File: config.mk
export PLATFORM = sky130hd
export DESIGN_NAME = hsd_strap_decoder
export DESIGN_NICKNAME = d
export VERILOG_FILES = /design/src/hsd_pkg.sv /design/src/hsd_sync.sv /design/src/hsd_strap_decoder.sv
export SDC_FILE = /design/constraint.sdc
export NUM_CORES = 1
export LEC_CHECK = 0
export ABC_AREA = 1
export BUFFER_PORTS_ARGS = -buffer_cell sky130_fd_sc_hd__buf_2
export CAP_MARGIN = 20
export CORE_ASPECT_RATIO = 0.8
export CORE_MARGIN = 2
export CORE_UTILIZATION = 50
export CTS_CLUSTER_SIZE = 25
export DETAILED_ROUTE_END_ITERATION = 8
export GPL_ROUTABILITY_DRIVEN = 0
export PLACE_DENSITY = 0.72
export SYNTH_ARGS = -nofsm -noshare
export SYNTH_HDL_FRONTEND = slang
export SYNTH_SLANG_ARGS = --single-unit
File: constraint.sdc
create_clock -name clk -period 1.8 [get_ports clk]
set_clock_uncertainty 0.15 [all_clocks]
set_input_delay 0.36 -clock clk [delete_from_list [all_inputs] [get_ports clk]]
set_output_delay 0.36 -clock clk [all_outputs]
set_load 0.03 [all_outputs]
File: src/hsd_pkg.sv
// Constants and types for the hub strap decoder
package hsd_pkg;
  localparam int unsigned NUM_PORTS = 4;
  localparam int unsigned LVL_W     = 3;
  localparam int unsigned SYNC_LEN  = 3;

  // Analog detector level codes for multi-level straps
  localparam logic [2:0] LVL_WEAK_PD   = 3'h0;
  localparam logic [2:0] LVL_WEAK_PU   = 3'h1;
  localparam logic [2:0] LVL_STRONG_PD = 3'h2;
  localparam logic [2:0] LVL_STRONG_PU = 3'h3;
  localparam logic [2:0] LVL_SHORT_PD  = 3'h4;

  // Port masks for 0..4 ports counted from port 1
  localparam logic [3:0] MASK_NONE = 4'h0;
  localparam logic [3:0] MASK_P1   = 4'h1;
  localparam logic [3:0] MASK_P12  = 4'h3;
  localparam logic [3:0] MASK_P123 = 4'h7;
  localparam logic [3:0] MASK_ALL  = 4'hF;

  // Shared pin positions: select/fixed, miso/charge, mosi/data, sck/clock
  localparam int unsigned PIN_SEL  = 3;
  localparam int unsigned PIN_MISO = 2;
  localparam int unsigned PIN_MOSI = 1;
  localparam int unsigned PIN_SCK  = 0;

  // Pin function codes of the shared serial pins
  typedef enum logic [1:0] {
    HSD_PF_RESET = 2'h0,
    HSD_PF_SPI   = 2'h1,
    HSD_PF_SLAVE = 2'h2
  } hsd_pinfunc_e;

  // Boot stage after strap read
  typedef enum logic [1:0] {
    HSD_ST_WAIT  = 2'h0,
    HSD_ST_FLASH = 2'h1,
    HSD_ST_HOST  = 2'h2,
    HSD_ST_OTP   = 2'h3
  } hsd_stage_e;

  localparam logic [15:0] SIG_ADDR = 16'hFFFA;
endpackage

File: src/hsd_sync.sv
// Three-stage pin synchroniser with agreement filter
`timescale 1ns/1ps
module hsd_sync #(
  parameter int unsigned W = 1
) (
  // Clock and reset
  input  wire logic         clk,
  input  wire logic         rst,
  // Pin side
  input  wire logic [W-1:0] pin,
  // Clean side
  output logic      [W-1:0] level
);
  logic [W-1:0] s1_q, s2_q, s3_q, lvl_q;
  logic [W-1:0] lvl_d;

  always_comb begin
    lvl_d = lvl_q;
    for (int i = 0; i < W; i++) begin
      if (s2_q[i] == s3_q[i]) begin
        lvl_d[i] = s3_q[i];
      end
    end
  end

  always_ff @(posedge clk) begin
    if (rst) begin
      s1_q  <= '0;
      s2_q  <= '0;
      s3_q  <= '0;
      lvl_q <= '0;
    end else begin
      s1_q  <= pin;
      s2_q  <= s1_q;
      s3_q  <= s2_q;
      lvl_q <= lvl_d;
    end
  end

  assign level = lvl_q;
endmodule

File: src/hsd_strap_decoder.sv
// Reset-time strap capture and decode for a four-port hub
`timescale 1ns/1ps

// Function
// - Capture all straps once after reset release, hold until next reset.
// - Pull-ups on data-out and clock straps select slave bus pin function.
// - No pull on data-out and clock straps selects flash master function.
// - Route shared pins per selected mode: flash signals or straps and slave bus.
// - Use external flash only when valid signature found at signature address.
// - Positive-line disable strap: 0 enabled, 1 disabled, per port.
// - Negative-line disable strap: 0 enabled, 1 disabled, per port.
// - Port disabled only when both its line-disable straps are high.
// - Disabled high-speed path also disables the matching SuperSpeed path.
// - Decode fixed-port strap level into count of non-removable ports.
// - Decode charge-port strap level into count of charging ports.
// - After capture, go to host-config stage in slave mode, else flash stage, then OTP stage once the signature check is done.
module hsd_strap_decoder
  import hsd_pkg::*;
#(
  parameter int unsigned SETTLE = SYNC_LEN + 1
) (
  // Clock and reset
  input  wire logic                    clk,
  input  wire logic                    rst,
  // Strap levels from pins and analog detectors
  input  wire logic                    dout_pullup,
  input  wire logic                    dclk_pullup,
  input  wire logic [hsd_pkg::NUM_PORTS-1:0] port_pos_line_off,
  input  wire logic [hsd_pkg::NUM_PORTS-1:0] port_neg_line_off,
  input  wire logic [hsd_pkg::LVL_W-1:0]     fixed_port_strap,
  input  wire logic [hsd_pkg::LVL_W-1:0]     charge_port_strap,
  // Flash signature check result from boot firmware
  input  wire logic                    flash_sig_done,
  input  wire logic                    flash_sig_ok,
  // Shared pin inputs in their two roles
  input  wire logic                    flash_miso,
  input  wire logic                    slave_bus_data_in,
  // Flash master side
  input  wire logic                    flash_cs_n_int,
  input  wire logic                    flash_mosi_int,
  input  wire logic                    flash_sck_int,
  output logic                         flash_miso_int,
  // Slave bus side
  input  wire logic                    slave_bus_data_oe_int,
  input  wire logic                    slave_bus_clock_oe_int,
  output logic                         slave_bus_data_int,
  // Shared pin drive
  output logic [3:0]                   pin_out,
  output logic [3:0]                   pin_oe,
  // Decoded configuration
  output logic                         straps_valid,
  output hsd_pkg::hsd_pinfunc_e        pin_func,
  output logic                         flash_enabled,
  output logic [hsd_pkg::NUM_PORTS-1:0] hs_port_off,
  output logic [hsd_pkg::NUM_PORTS-1:0] ss_port_off,
  output logic [hsd_pkg::NUM_PORTS-1:0] fixed_ports,
  output logic [hsd_pkg::NUM_PORTS-1:0] charge_ports,
  output hsd_pkg::hsd_stage_e          boot_stage
);
  localparam int unsigned SW = 2 + 2 * NUM_PORTS + 2 * LVL_W + 2;

  logic [SW-1:0] raw, clean;
  logic [LVL_W-1:0] fix_c, chg_c;
  logic [NUM_PORTS-1:0] pos_c, neg_c;
  logic dout_c, dclk_c, miso_c, sda_c;

  assign raw = {dout_pullup, dclk_pullup, port_pos_line_off, port_neg_line_off,
                fixed_port_strap, charge_port_strap, flash_miso, slave_bus_data_in};

  hsd_sync #(.W(SW)) u_sync (
    .clk   (clk),
    .rst   (rst),
    .pin   (raw),
    .level (clean)
  );

  assign {dout_c, dclk_c, pos_c, neg_c, fix_c, chg_c, miso_c, sda_c} = clean;

  function automatic logic [NUM_PORTS-1:0] lvl_mask(input logic [LVL_W-1:0] c);
    unique case (c)
      LVL_WEAK_PU:   lvl_mask = MASK_P1;
      LVL_STRONG_PD: lvl_mask = MASK_P12;
      LVL_STRONG_PU: lvl_mask = MASK_P123;
      LVL_SHORT_PD:  lvl_mask = MASK_ALL;
      default:       lvl_mask = MASK_NONE;
    endcase
  endfunction

  // Capture state
  logic [3:0]           settle_q, settle_d;
  logic                 valid_q, valid_d;
  hsd_pinfunc_e         func_q, func_d;
  logic [NUM_PORTS-1:0] hs_q, hs_d, ss_q, ss_d, fix_q, fix_d, chg_q, chg_d;
  logic                 cap_now, slave_c;

  // Capture fires once, on the settle count after every reset
  assign cap_now = !valid_q && (settle_q == 4'(SETTLE));
  assign slave_c = dout_c && dclk_c;

  always_comb begin
    settle_d = settle_q;
    valid_d  = valid_q;
    func_d   = func_q;
    hs_d     = hs_q;
    fix_d    = fix_q;
    chg_d    = chg_q;
    if (cap_now) begin
      valid_d = 1'b1;
      func_d  = slave_c ? HSD_PF_SLAVE : HSD_PF_SPI;
      hs_d    = pos_c & neg_c;
      fix_d   = lvl_mask(fix_c);
      chg_d   = lvl_mask(chg_c);
    end else if (!valid_q) begin
      settle_d = settle_q + 4'h1;
    end
    ss_d = hs_d;
  end

  always_ff @(posedge clk) begin
    if (rst) begin
      settle_q <= 4'h0;
      valid_q  <= 1'b0;
      func_q   <= HSD_PF_RESET;
      hs_q     <= '0;
      ss_q     <= '0;
      fix_q    <= '0;
      chg_q    <= '0;
    end else begin
      settle_q <= settle_d;
      valid_q  <= valid_d;
      func_q   <= func_d;
      hs_q     <= hs_d;
      ss_q     <= ss_d;
      fix_q    <= fix_d;
      chg_q    <= chg_d;
    end
  end

  // Boot stage sequencer
  hsd_stage_e stage_q, stage_d;
  logic       fl_en_q, fl_en_d;

  always_comb begin
    stage_d = stage_q;
    fl_en_d = fl_en_q;
    unique case (stage_q)
      HSD_ST_WAIT: begin
        if (cap_now) begin
          stage_d = slave_c ? HSD_ST_HOST : HSD_ST_FLASH;
        end
      end
      HSD_ST_FLASH: begin
        if (flash_sig_done) begin
          fl_en_d = flash_sig_ok;
          stage_d = HSD_ST_OTP;
        end
      end
      // Terminal stages, left only by reset
      HSD_ST_HOST: begin
        stage_d = HSD_ST_HOST;
      end
      HSD_ST_OTP: begin
        stage_d = HSD_ST_OTP;
      end
    endcase
  end

  always_ff @(posedge clk) begin
    if (rst) begin
      stage_q <= HSD_ST_WAIT;
      fl_en_q <= 1'b0;
    end else begin
      stage_q <= stage_d;
      fl_en_q <= fl_en_d;
    end
  end

  // Shared pin mux: index 3 cs/fixed, 2 miso/charge, 1 mosi/data, 0 sck/clock
  logic [3:0] pout_d, poe_d, pout_q, poe_q;
  logic       miso_d, sda_d, miso_q, sda_q;

  always_comb begin
    pout_d = 4'h0;
    poe_d  = 4'h0;
    miso_d = 1'b0;
    sda_d  = 1'b1;
    if (func_q == HSD_PF_SPI && fl_en_q) begin
      pout_d[PIN_SEL]  = flash_cs_n_int;
      pout_d[PIN_MOSI] = flash_mosi_int;
      pout_d[PIN_SCK]  = flash_sck_int;
      poe_d[PIN_SEL]   = 1'b1;
      poe_d[PIN_MOSI]  = 1'b1;
      poe_d[PIN_SCK]   = 1'b1;
      miso_d           = miso_c;
    end else if (func_q == HSD_PF_SLAVE) begin
      poe_d[PIN_MOSI]  = slave_bus_data_oe_int;
      poe_d[PIN_SCK]   = slave_bus_clock_oe_int;
      sda_d            = sda_c;
    end
  end

  always_ff @(posedge clk) begin
    if (rst) begin
      pout_q <= 4'h0;
      poe_q  <= 4'h0;
      miso_q <= 1'b0;
      sda_q  <= 1'b1;
    end else begin
      pout_q <= pout_d;
      poe_q  <= poe_d;
      miso_q <= miso_d;
      sda_q  <= sda_d;
    end
  end

  assign straps_valid       = valid_q;
  assign pin_func           = func_q;
  assign flash_enabled      = fl_en_q;
  assign hs_port_off        = hs_q;
  assign ss_port_off        = ss_q;
  assign fixed_ports        = fix_q;
  assign charge_ports       = chg_q;
  assign boot_stage         = stage_q;
  assign pin_out            = pout_q;
  assign pin_oe             = poe_q;
  assign flash_miso_int     = miso_q;
  assign slave_bus_data_int = sda_q;
endmodule

==> results.toml <==
[sta]
setup_viol = 0
hold_ws_ps = 45.32
post-route-period-util = 0.8999
hold_viol_final = 0
min_period_ps = 1620
rsz0062_at_grt = "false"
finalSetupTns_ps = 0
fmax_mhz = 617.4
drv_slew = 0

[setup_path]
crit_chain = "inv_1, ha_1, nand3_2, nor2_4, buf_4, buf_4, nand2_2, nor2_1, nor2_1"
worst-path-buf-inv = 3
setup.worst_path.end_class = "register"
critPathArrivalTime_ps = 1720
critical_path.startpoint_type = "register"
worst-path-stages = 9
max_stage_delay_ps = 350
path_class = "reg -> reg"
crit_family = "simple AND/OR/NAND/NOR gates"
worst_ep_required_time_ps = 1900
r2r_cells = 9
path_max_fanout = 5
critPathSlowestCell = "dfxtp_1"

[power]
pwr-share-seq = 0.553
p_sw_mw = 1.225
clock_power_share = 0.306
total_leakage_power_nw = 1.834
finalPower_mw = 4.471
switching_share = 0.2739
p_comb_frac = 0.140
p_per_area_nw_per_um2 = 1128
peakVddDrop_uv = 680.9
power.internal_mw = 3.246

[die]
die_area_um2 = 7531
die_h_um = 78.02
io_pins = 59
start_util = 0.5263
core_um2 = 6506
num_rows = 26
dieWidth_um = 96.53

[global_routing]
grt_util_met3 = 0.05950
grt_first_pass_wirelength_um = 9922
grt_overflow = 0
top_usage_layer = "met2"
grt_antenna_before_repair = 0
first_global_vias = 2312
grt_max_degree = 76
grt_use_met2 = 0.2813
met1_usage = 0.2061
track_usage = 0.1700

[cells_and_area]
drive_above_1_share = 0.1751
stdcell_area_um2 = 3963
areaGrowthSynthToFinish_pct = 15.71
num_antenna_cells = 0
num-nets-final = 498

[cts]
htree_levels = 3
clock_sinks = 102
insertion_delay_ps = 360
cts-root-buf = "clkbuf_8"
cts_buffers = 9
holdBufCountCts = 0
clock_path_buffers = 2
path_clk_slew_ps = 90
cts_tree = "yes"

[drt]
routed_wl_um = 5897
vias_per_cell = 4.505
post-route-drc-count = 0
postRouteAntennaNets = 0
dr.pass1.iters = 4
wl_per_cell_um = 10.57
num_vias = 2514
initialDrtViolationCount = 63

[synth]
yosys_warnings = 0
yosys.area.top_type = "dfxtp_1"
async_flop_share = 0
syn_area_um2 = 3425
synth_seq_cells = 102
synth_edf_count = 0
ys.flop_type = "dfxtp_1"
syn_avg_cell_area_um2 = 8.332
synth_cell_types = 23
yosysTopAreaCellShare = 0.5963
seq_area_frac_synth = 0.5963
netlist_top_cells_area = "dfxtp_1 60%, nor2_1 11%, inv_1 9.6%, a21oi_1 3.9%, a211oi_1 3.1%"
synth_cells = 411
netlist_top_cells_count = "102 x dfxtp_1, 98 x nor2_1, 88 x inv_1"
yosysMostFrequentCell = "dfxtp_1"

[placement]
placed_cell_area_um2 = 3741
hpwl_um = 3962
port_buffers = 56

[hold_path]
hold_depth = 3
hold_class = "in -> reg"

[outcome]
status = "finished, final reports clean"

[run]
cap_violations = 0
## layout by cell type, fill, tap and decap left out
cell        synthesis  routed
xor2_1              1       1
buf_2               8      56
inv_1              88      88
clkinv_2            0       1
a21oi_1            27      27
nand2_2             2       2
clkinvlp_4          0       1
dfxtp_1           102     102
nand3_2             1       1
nor3_2              1       1
clkbuf_8            0       9
nor3_1              1       1
conb_1              1       2
nor2_4              1       1
ha_1                2       2
bufinv_16           0       1
clkinv_4            0       2
a211oi_1           14      14
buf_12              0       1
buf_4               6       7
clkbuf_1            1       2
nand2_1            27      27
nand3_1             6       6
nand4_1             3       3
o21ai_0            17      17
nor2_1             98      98
o211ai_1            1       1
## tightest hold or removal path: cells and delay by family
kind / cells / cell delay [ps]
buffers and inverters: 2 / 130
and+or+nand+nor: 1 / 30
## routing by layer
| layer | part of all wire | wire length [um] | up-vias |
|---|---|---|---|
| met2 | 0.47 | 2751 | 57 |
| met1 | 0.46 | 2730 | 1106 |
| met5 | 0 | 0 | - |
| met4 | 0.0095 | 56 | 0 |
| met3 | 0.061 | 359 | 6 |
| li1 | - | - | 1345 |
## power groups by stage
| stage | Combinational, mW | Sequential [mW] | Clock [mW] |
|---|---|---|---|
| floorplan | 0.354 | 2.63 | 0 |
| global placement | 0.585 | 2.52 | 0 |
| detailed placement | 0.605 | 2.53 | 0 |
| CTS | 0.608 | 2.48 | 1.41 |
| global route | 0.707 | 2.49 | 1.52 |
| finish | 0.627 | 2.47 | 1.37 |
## final cells by class
type / instances / area [um^2]
multi-input combinational: 204 / 940.9
fill: 597 / 2544
clock buffer: 11 / 131.4
sequential: 102 / 2042
clock inverter: 5 / 60.06
inverter: 88 / 330.3
timing repair buffer: 64 / 352.8
tap: 84 / 105.1
## path summary, 6_finish.rpt
kind | from | to | slack [ps]
worst max-delay path | settle_q[0]$_SDFFE_PP0P_ | charge_ports[2]$_SDFFE_PP0P_ | 180
worst min-delay path | port_neg_line_off[1] | u_sync.s1_q[9]$_SDFF_PP0_ | 50
worst max register to register | settle_q[0]$_SDFFE_PP0P_ | charge_ports[2]$_SDFFE_PP0P_ | 180
worst min register to register | u_sync.s1_q[11]$_SDFF_PP0_ | u_sync.s2_q[11]$_SDFF_PP0_ | 250
## repair_timing
item / 4_1_cts / 5_1_grt
setup buffers: 0 / 4
endpoints found under the setup margin: 0 / 1
resized for setup: 0 / 0
## flip-flops by register name, indices dropped and copies added, names as in the netlist
signal and cells:
slave_bus_data_int 1, pin_oe 3, u_sync.s1_q 18, pin_func 2, settle_q 4, flash_miso_int 1, ss_port_off 4, flash_enabled 1
straps_valid 1, u_sync.s2_q 18, pin_out 3, u_sync.level 18, u_sync.s3_q 18, fixed_ports 4, boot_stage 2, charge_ports 4
## logic make-up after synthesis
logic type      after synthesis  share of synthesized area
compound gates               59                    0.09719
xor+xnor                      1                   0.002558
fa+ha+maj                     2                   0.007306
buf+inv                     106                     0.1301
flops                       102                     0.5963
other cells                   1                   0.001095
simple gates                140                     0.1655
## stage by stage
step           std cells  utilization  setup slack (ps)
4_1_cts              554       0.6044             146.1
2_1_floorplan        412            -             431.1
3_3_place_gp         538       0.5750             301.1
3_5_place_dp         538       0.5750             154.8
5_1_grt              558       0.6090             66.35
6_report             558       0.6090             180.3
Power figures use the tool's default switching activity.
